[src/include/fetch_pipe_pkg.sv]
// Shared constants and types for the quad-phase fetch pipeline
package fetch_pipe_pkg;

    // ************************************************************
    // Variants
    // ************************************************************
    localparam int VARIANT_SMALL  = 0;
    localparam int VARIANT_MIDDLE = 1;
    localparam int VARIANT_LARGE  = 2;

    // ************************************************************
    // Program memory geometry
    // ************************************************************
    localparam int PC_WIDTH_SMALL = 9;
    localparam int PC_WIDTH_LARGE = 11;
    localparam int PC_WIDTH_MAX   = 11;
    localparam int INSTR_WIDTH    = 12;
    localparam int PAGE_WORDS     = 512;
    localparam int PAGE_LOW_BITS  = 9;
    localparam logic [10:0] RESET_VECTOR_SMALL = 11'h1FF;
    localparam logic [10:0] RESET_VECTOR_LARGE = 11'h7FF;
    localparam logic [11:0] NO_OPERATION_WORD  = 12'h000;

    // ************************************************************
    // Register file sizing
    // ************************************************************
    localparam int BANK_LIMIT       = 32;
    localparam int SFR_COUNT_SMALL  = 7;
    localparam int GPR_COUNT_SMALL  = 25;
    localparam int SFR_COUNT_MIDDLE = 8;
    localparam int GPR_COUNT_MIDDLE = 8;
    localparam int GPR_BANKED_MIDDLE = 64;
    localparam int SFR_COUNT_LARGE  = 10;
    localparam int GPR_COUNT_LARGE  = 6;
    localparam int GPR_BANKED_LARGE = 128;

    // ************************************************************
    // Phase encoding and timing
    // ************************************************************
    localparam int PHASES_PER_CYCLE = 4;

    typedef enum logic [3:0] {
        PH_ONE   = 4'b0001,
        PH_TWO   = 4'b0010,
        PH_THREE = 4'b0100,
        PH_FOUR  = 4'b1000
    } phase_t;

    typedef struct packed {
        logic phase_one;
        logic phase_two;
        logic phase_three;
        logic phase_four;
    } phase_bus_t;

    typedef struct packed {
        logic       rd_strobe;
        logic       wr_strobe;
        logic       flush;
    } mem_ctrl_t;

endpackage : fetch_pipe_pkg

[src/hw/quad_phase_fetch_pipeline.sv]
// Instruction-cycle sequencer and program-fetch pipeline
`timescale 1ns/10ps

module quad_phase_fetch_pipeline
    import fetch_pipe_pkg::*;
#(
    parameter int VARIANT = VARIANT_SMALL
)
(
    // Clock and reset
    input  wire logic                      core_clk_in,
    input  wire logic                      rst_n_in,
    // Oscillator mode
    input  wire logic                      resistor_capacitor_osc_mode_in,
    // Program memory
    output logic [PC_WIDTH_MAX-1:0]        program_addr_out,
    input  wire logic [INSTR_WIDTH-1:0]    program_data_in,
    // Execute-stage control from decode
    input  wire logic                      branch_taken_in,
    input  wire logic [PC_WIDTH_MAX-1:0]   branch_target_in,
    input  wire logic [1:0]                page_preselect_bits_in,
    input  wire logic [7:0]                file_select_pointer_in,
    input  wire logic [7:0]                file_addr_in,
    // Execute-stage outputs
    output logic [INSTR_WIDTH-1:0]         instr_reg_out,
    output logic                           instr_valid_out,
    output logic [7:0]                     data_addr_out,
    output mem_ctrl_t                      mem_ctrl_out,
    output phase_bus_t                     phases_out,
    output logic [PC_WIDTH_MAX-1:0]        program_counter_out,
    // Clock output pin
    output logic                           quarter_rate_clock_output_out,
    output logic                           quarter_rate_clock_output_oe_out,
    // Variant sizing
    output logic [7:0]                     sfr_count_out,
    output logic [7:0]                     gpr_unbanked_out,
    output logic [7:0]                     gpr_banked_out
);

    // ************************************************************
    // Variant configuration
    // ************************************************************
    // One value per variant; every sizing decision goes through here
    function automatic int by_variant(input int small_val,
                                      input int middle_val,
                                      input int large_val);
        case (VARIANT)
            VARIANT_SMALL:  by_variant = small_val;
            VARIANT_MIDDLE: by_variant = middle_val;
            default:        by_variant = large_val;
        endcase
    endfunction : by_variant

    localparam int          PC_W      = by_variant(PC_WIDTH_SMALL, PC_WIDTH_LARGE,
                                                   PC_WIDTH_LARGE);
    localparam logic [10:0] RESET_VEC = 11'(by_variant(int'(RESET_VECTOR_SMALL),
                                                       int'(RESET_VECTOR_LARGE),
                                                       int'(RESET_VECTOR_LARGE)));
    localparam int          SFR_N     = by_variant(SFR_COUNT_SMALL, SFR_COUNT_MIDDLE,
                                                   SFR_COUNT_LARGE);
    localparam int          GPR_N     = by_variant(GPR_COUNT_SMALL, GPR_COUNT_MIDDLE,
                                                   GPR_COUNT_LARGE);
    localparam int          GPR_B     = by_variant(0, GPR_BANKED_MIDDLE,
                                                   GPR_BANKED_LARGE);
    localparam bit          PAGED     = (PC_W > PAGE_LOW_BITS);
    localparam bit          BANKED    = ((SFR_N + GPR_N + GPR_B) > BANK_LIMIT);

    // ************************************************************
    // Elaboration checks
    // ************************************************************
    // Only three variants have a geometry
    if (VARIANT < VARIANT_SMALL || VARIANT > VARIANT_LARGE)
    begin : g_bad_variant
        $error("VARIANT out of range");
    end
    // Counter must fit the address port
    if (PC_W > PC_WIDTH_MAX)
    begin : g_bad_width
        $error("Counter wider than address port");
    end
    // Start vector must lie inside implemented memory
    if ((int'(RESET_VEC) >> PC_W) != 0)
    begin : g_bad_vector
        $error("Reset vector outside implemented memory");
    end
    // Paging splices exactly two page bits above one page
    if (PAGED && (PC_W != PAGE_LOW_BITS + 2))
    begin : g_bad_paging
        $error("Paged counter must be page bits plus two");
    end
    // Page size and page offset bits must agree
    if (PAGE_WORDS != (1 << PAGE_LOW_BITS))
    begin : g_bad_page
        $error("Page size and page bits disagree");
    end
    // Sizing outputs are only eight bits wide
    if ((SFR_N + GPR_N + GPR_B) > 255)
    begin : g_bad_file
        $error("Register file too large for sizing outputs");
    end

    // ************************************************************
    // Phase generator
    // ************************************************************
    phase_t phase;
    phase_t next_phase;

    always_comb
    begin
        case (phase)
            PH_ONE:   next_phase = PH_TWO;
            PH_TWO:   next_phase = PH_THREE;
            PH_THREE: next_phase = PH_FOUR;
            PH_FOUR:  next_phase = PH_ONE;
            default:  next_phase = PH_ONE;
        endcase
    end

    always_ff @(posedge core_clk_in or negedge rst_n_in)
    begin
        if (!rst_n_in)
            phase <= PH_ONE;
        else
            phase <= next_phase;
    end

    wire is_one   = (phase == PH_ONE);
    wire is_two   = (phase == PH_TWO);
    wire is_three = (phase == PH_THREE);
    wire is_four  = (phase == PH_FOUR);

    assign phases_out = '{phase_one: is_one, phase_two: is_two,
                          phase_three: is_three, phase_four: is_four};

    // ************************************************************
    // Quarter-rate clock pin
    // ************************************************************
    logic clk_quarter;

    // Registered so the pin never glitches between phases
    wire next_quarter = (next_phase == PH_ONE) || (next_phase == PH_TWO);

    // high in phases one and two
    always_ff @(posedge core_clk_in or negedge rst_n_in)
    begin
        if (!rst_n_in)
            clk_quarter <= 1'b0;
        else
            clk_quarter <= next_quarter;
    end

    assign quarter_rate_clock_output_out    = clk_quarter & resistor_capacitor_osc_mode_in;
    // Pin is crystal output otherwise
    assign quarter_rate_clock_output_oe_out = resistor_capacitor_osc_mode_in;

    // ************************************************************
    // Program counter
    // ************************************************************
    function automatic logic [PC_WIDTH_MAX-1:0] wrap_pc(input logic [PC_WIDTH_MAX-1:0] a);
        logic [PC_WIDTH_MAX-1:0] mask;
        mask = PC_WIDTH_MAX'((1 << PC_W) - 1);
        wrap_pc = a & mask;
    endfunction : wrap_pc

    logic [PC_WIDTH_MAX-1:0] pc;
    logic                    at_reset_vec;
    logic                    flush;

    // ************************************************************
    // Jump target
    // ************************************************************
    // page bits form the upper address
    wire [PC_WIDTH_MAX-1:0] paged_target = PAGED ?
        {page_preselect_bits_in, branch_target_in[PAGE_LOW_BITS-1:0]} : branch_target_in;

    wire [PC_WIDTH_MAX-1:0] jump_addr = wrap_pc(paged_target);

    wire jump_now = is_four && branch_taken_in && instr_valid_out;

    // ************************************************************
    // Counter step
    // ************************************************************
    // vector word is fetched before the first step
    wire step_now = is_one && !flush && !at_reset_vec;

    wire [PC_WIDTH_MAX-1:0] pc_plus_one = wrap_pc(pc + PC_WIDTH_MAX'(1));

    // reset vector increments and wraps to zero
    wire [PC_WIDTH_MAX-1:0] next_pc = step_now ? pc_plus_one :
                                      jump_now ? jump_addr : pc;

    always_ff @(posedge core_clk_in or negedge rst_n_in)
    begin
        if (!rst_n_in)
            pc <= wrap_pc(RESET_VEC);
        else
            pc <= next_pc;
    end

    assign program_addr_out    = pc;
    assign program_counter_out = pc;

    // ************************************************************
    // Reset vector tracking
    // ************************************************************
    // cleared once the vector word is fetched
    always_ff @(posedge core_clk_in or negedge rst_n_in)
    begin
        if (!rst_n_in)
            at_reset_vec <= 1'b1;
        else if (is_four)
            at_reset_vec <= 1'b0;
    end

    // ************************************************************
    // Fetch and execute stages
    // ************************************************************
    logic [INSTR_WIDTH-1:0] fetch_word;
    logic                   fetch_valid;

    wire branch_now = jump_now;

    // ************************************************************
    // Flush control
    // ************************************************************
    // Held through the bubble so its phase one skips the step

    always_ff @(posedge core_clk_in or negedge rst_n_in)
    begin
        if (!rst_n_in)
            flush <= 1'b0;
        else if (branch_now)
            flush <= 1'b1;
        else if (is_four)
            flush <= 1'b0;
    end

    // ************************************************************
    // Fetch stage
    // ************************************************************
    // capture in phase four
    always_ff @(posedge core_clk_in or negedge rst_n_in)
    begin
        if (!rst_n_in)
        begin
            fetch_word  <= NO_OPERATION_WORD;
            fetch_valid <= 1'b0;
        end
        else if (is_four)
        begin
            fetch_word  <= program_data_in;
            fetch_valid <= !branch_now;
        end
    end

    // ************************************************************
    // Execute stage
    // ************************************************************
    // Flushed slot becomes a bubble with no strobes
    wire [INSTR_WIDTH-1:0] next_instr = fetch_valid ? fetch_word : NO_OPERATION_WORD;

    always_ff @(posedge core_clk_in or negedge rst_n_in)
    begin
        if (!rst_n_in)
        begin
            instr_reg_out   <= NO_OPERATION_WORD;
            instr_valid_out <= 1'b0;
        end
        else if (is_one)
        begin
            instr_reg_out   <= next_instr;
            instr_valid_out <= fetch_valid;
        end
    end

    // ************************************************************
    // Data memory address
    // ************************************************************
    // bank bits from pointer
    wire [2:0] bank_bits   = BANKED ? file_select_pointer_in[7:5] : 3'h0;
    wire [7:0] banked_addr = {bank_bits, file_addr_in[4:0]};

    always_ff @(posedge core_clk_in or negedge rst_n_in)
    begin
        if (!rst_n_in)
            data_addr_out <= 8'h00;
        else if (is_one)
            data_addr_out <= banked_addr;
    end

    // ************************************************************
    // Strobe outputs
    // ************************************************************
    // read phase two, write phase four
    wire rd_now = is_two && instr_valid_out;
    wire wr_now = is_four && instr_valid_out;

    assign mem_ctrl_out = '{rd_strobe: rd_now,
                            wr_strobe: wr_now,
                            flush:     flush};

    // ************************************************************
    // Register file sizing
    // ************************************************************
    // sizing of the selected variant
    assign sfr_count_out    = 8'(SFR_N);
    assign gpr_unbanked_out = 8'(GPR_N);
    assign gpr_banked_out   = 8'(GPR_B);

endmodule : quad_phase_fetch_pipeline

[config.mk]
export PLATFORM = sky130hd
export DESIGN_NAME = quad_phase_fetch_pipeline
export DESIGN_NICKNAME = d
export VERILOG_FILES = /design/src/include/fetch_pipe_pkg.sv /design/src/hw/quad_phase_fetch_pipeline.sv
export SDC_FILE = /design/constraint.sdc
export NUM_CORES = 1
export LEC_CHECK = 0
export BUFFER_PORTS_ARGS = -buffer_cell sky130_fd_sc_hd__buf_2
export CELL_PAD_IN_SITES_DETAIL_PLACEMENT = 1
export CELL_PAD_IN_SITES_GLOBAL_PLACEMENT = 1
export CORE_UTILIZATION = 32
export CTS_CLUSTER_DIAMETER = 150
export CTS_CLUSTER_SIZE = 28
export DETAILED_ROUTE_END_ITERATION = 10
export PLACE_DENSITY = 0.84
export SETUP_SLACK_MARGIN = 0.2
export SYNTH_ARGS = -nofsm -noshare
export SYNTH_HDL_FRONTEND = slang
export SYNTH_SLANG_ARGS = --single-unit
[constraint.sdc]
create_clock -name core_clk_in -period 2.26 [get_ports core_clk_in]
set_input_delay 0.452 -clock core_clk_in [delete_from_list [all_inputs] [get_ports core_clk_in]]
set_output_delay 0.452 -clock core_clk_in [all_outputs]
set_load 0.02 [all_outputs]
==> run summary <==
FP Rows - 31
Post-DP HPWL - 4.10 mm
prevailing post-synth register cell - dfrtp_1
# DRC - 0
synth warn - 0
share of cells above drive strength 1 - 35.1%
Core Area - 7250 sq um
Fin. Hold Viols - 0
DP Worst Slack - 0.260 ns
pwr dens - 707 nW/um^2
Final ANT Viol Nets - 0
Port Buffers - 74
critical path type - flop to primary output
TNS Setup - 0 ns
initial core utilization - 33.1%
max-slew violations - 0
ANT cells - 0
setup slack on the worst flop-to-flop path - 0.30 ns
commonest non-fill, non-tap cell in the layout - nand2_1
GRT Util Overall - 15.4%
H-tree levels - 2
Post-Layout Cell Count - 432
clk_lat worst skew - 0.30 ns
worst-path fanout max - 5
Seq cells post-synth - 47
FMAX - 480 MHz
largest net degree at the start of global routing - 25
die height - 88.6 um
status - finished, final reports clean
final count of negative-setup-slack endpoints - 0
worst slew pin tran - 0.564 ns
routed wire length - 5.68 mm
final clock period utilization by the worst path - 92.2%
skew final - 0.0125 ns
hold crit path type - input pin to async pin
Clock Sinks - 47
die width - 88.6 um
end of the worst register-to-register path - program_addr_out[8]
CTS clk-pin slew, worst paths - 0.10 ns
initial drt markers - 62
1st-pass router iterations - 4
Max-Cap Viols - 0
Async SR Flop Fraction - 100%
Slew Limit Headroom - 61.9%
via count - 1932
arrival time at the worst endpoint - 1.63 ns
I/O Pins - 121
FILL cells - 901
CP startpoint - phase[1]
routed len/inst - 13.1 um
Crit path required time - 1.81 ns
vias in the first global route - 1947
Seq/Total Area, Yosys - 49.6%
startpoint types - flop
Layout Cell Area excl Fill - 2850 sq um
grt ovf - 0
post-route setup slack - 0.177 ns
die area - 7850 sq um
Total Power - 0.00201 W
Post-Syn Instances - 267
routability cong. - 0.830
post-synth cell types - 34
RR Startpoint - phase[0]
Layout Nets - 378
drt via density - 4.47
Area after DPL - 2660 sq um
leakage power - 1.48 nW
Area Growth Syn to Fin - 18.6%
CTS Buf Count - 5
most frequent cells in the layout - nand2_1 (85), buf_2 (72), dfrtp_1 (36)
length in cells of the worst reg-to-reg path - 5
Post-synth EDFFs - 0
first-pass GRT wire length - 9.25 mm
root buffer cell - clkbuf_8
Placed Cells - 418
Mean Syn Cell Area - 8.99 sq um
Max IR drop VDD - 272 uV
Synth Cell Area - 2400 sq um
post-layout min period - 2.08 ns
initial antenna violation count - 0
Max Buffers Root-to-Sink - 2
Crit. End Element - primary output
TritonCTS clock tree - done
RSZ-0062 raised after global routing - yes
## final cells by class
class	count	area (sq um)	area share, %
inverter	5	36.3	1.27
sequential	47	1190	41.8
timing repair buffer	86	489	17.2
multi-input combinational	187	917	32.2
tap	99	124	4.35
clock buffer	5	68.8	2.42
clock inverter	3	22.5	0.791
## how the worst max path moves through the flow
stage,end
floorplan,phases_out[3]
global placement,program_addr_out[7]
detailed placement,program_addr_out[7]
CTS,phases_out[3]
global route,mem_ctrl_out[1]
finish,mem_ctrl_out[1]
## repair_timing
action / CTS / global route
setup buffers: 3 / 3
endpoints found under the setup margin: 5 / 5
hold buffers: 0 / 0
gates resized for setup: 10 / 4
pin swaps: 2 / 1
## per-stage QoR
step                hold slack (ns)  util [%]
floorplan                     0.156         -
global placement              0.449      36.6
detailed placement            0.455      36.6
CTS                           0.131      38.7
global route                  0.170      39.3
finish                        0.134      39.3
## worst max-delay path, stage by stage, from the launching register on
cell	delay [ns]
dfrtp_1	0.44
or4b_4	0.56
clkinv_4	0.09
and2_4	0.14
buf_6	0.11
## registers in the layout (all words and copies together) (netlist names)
name,count
fetch_word,12
program_addr_out,9
instr_reg_out,12
flush,1
data_addr_out,5
clk_quarter,1
instr_valid_out,1
fetch_valid,1
at_reset_vec,1
phase,4
## layer usage
layer,wire length (um),vias up,share of wire (%),global-route usage [%]
li1,-,919,-,-
met1,2370,945,42,17.9
met2,3000,64,53,29.2
met3,279,4,4.9,2.89
met4,29,0,0.51,3.08
met5,0,-,0,0
## power breakdown
group / switching, W / internal, W
logic: 0.000318 / 0.000159
clock network: 0.000300 / 0.000222
registers: 0.0000779 / 0.000938
total: 0.000696 / 0.00132
## cells by family after synthesis
| group | Yosys count | share of synthesized area, % |
|---|---|---|
| fa+ha+maj | 1 | 0.521 |
| compound gates | 21 | 6.57 |
| other cells | 2 | 0.313 |
| simple gates | 134 | 25.4 |
| flops | 47 | 49.6 |
| buf+inv | 62 | 17.7 |
## cells in the mapped netlist (all sizes together) (3+ instances only)
master  number  share of area (%)
clkbuf       3               0.47
dfrtp       36                 38
nor4b        4                1.5
buf         54                 16
inv          3               0.47
a21oi        6                1.3
and2         4                1.0
nand3       19                4.2
nand2       86                 14
nor2        13                2.0
dfstp       11                 12
(Power assumes the default switching activity.)
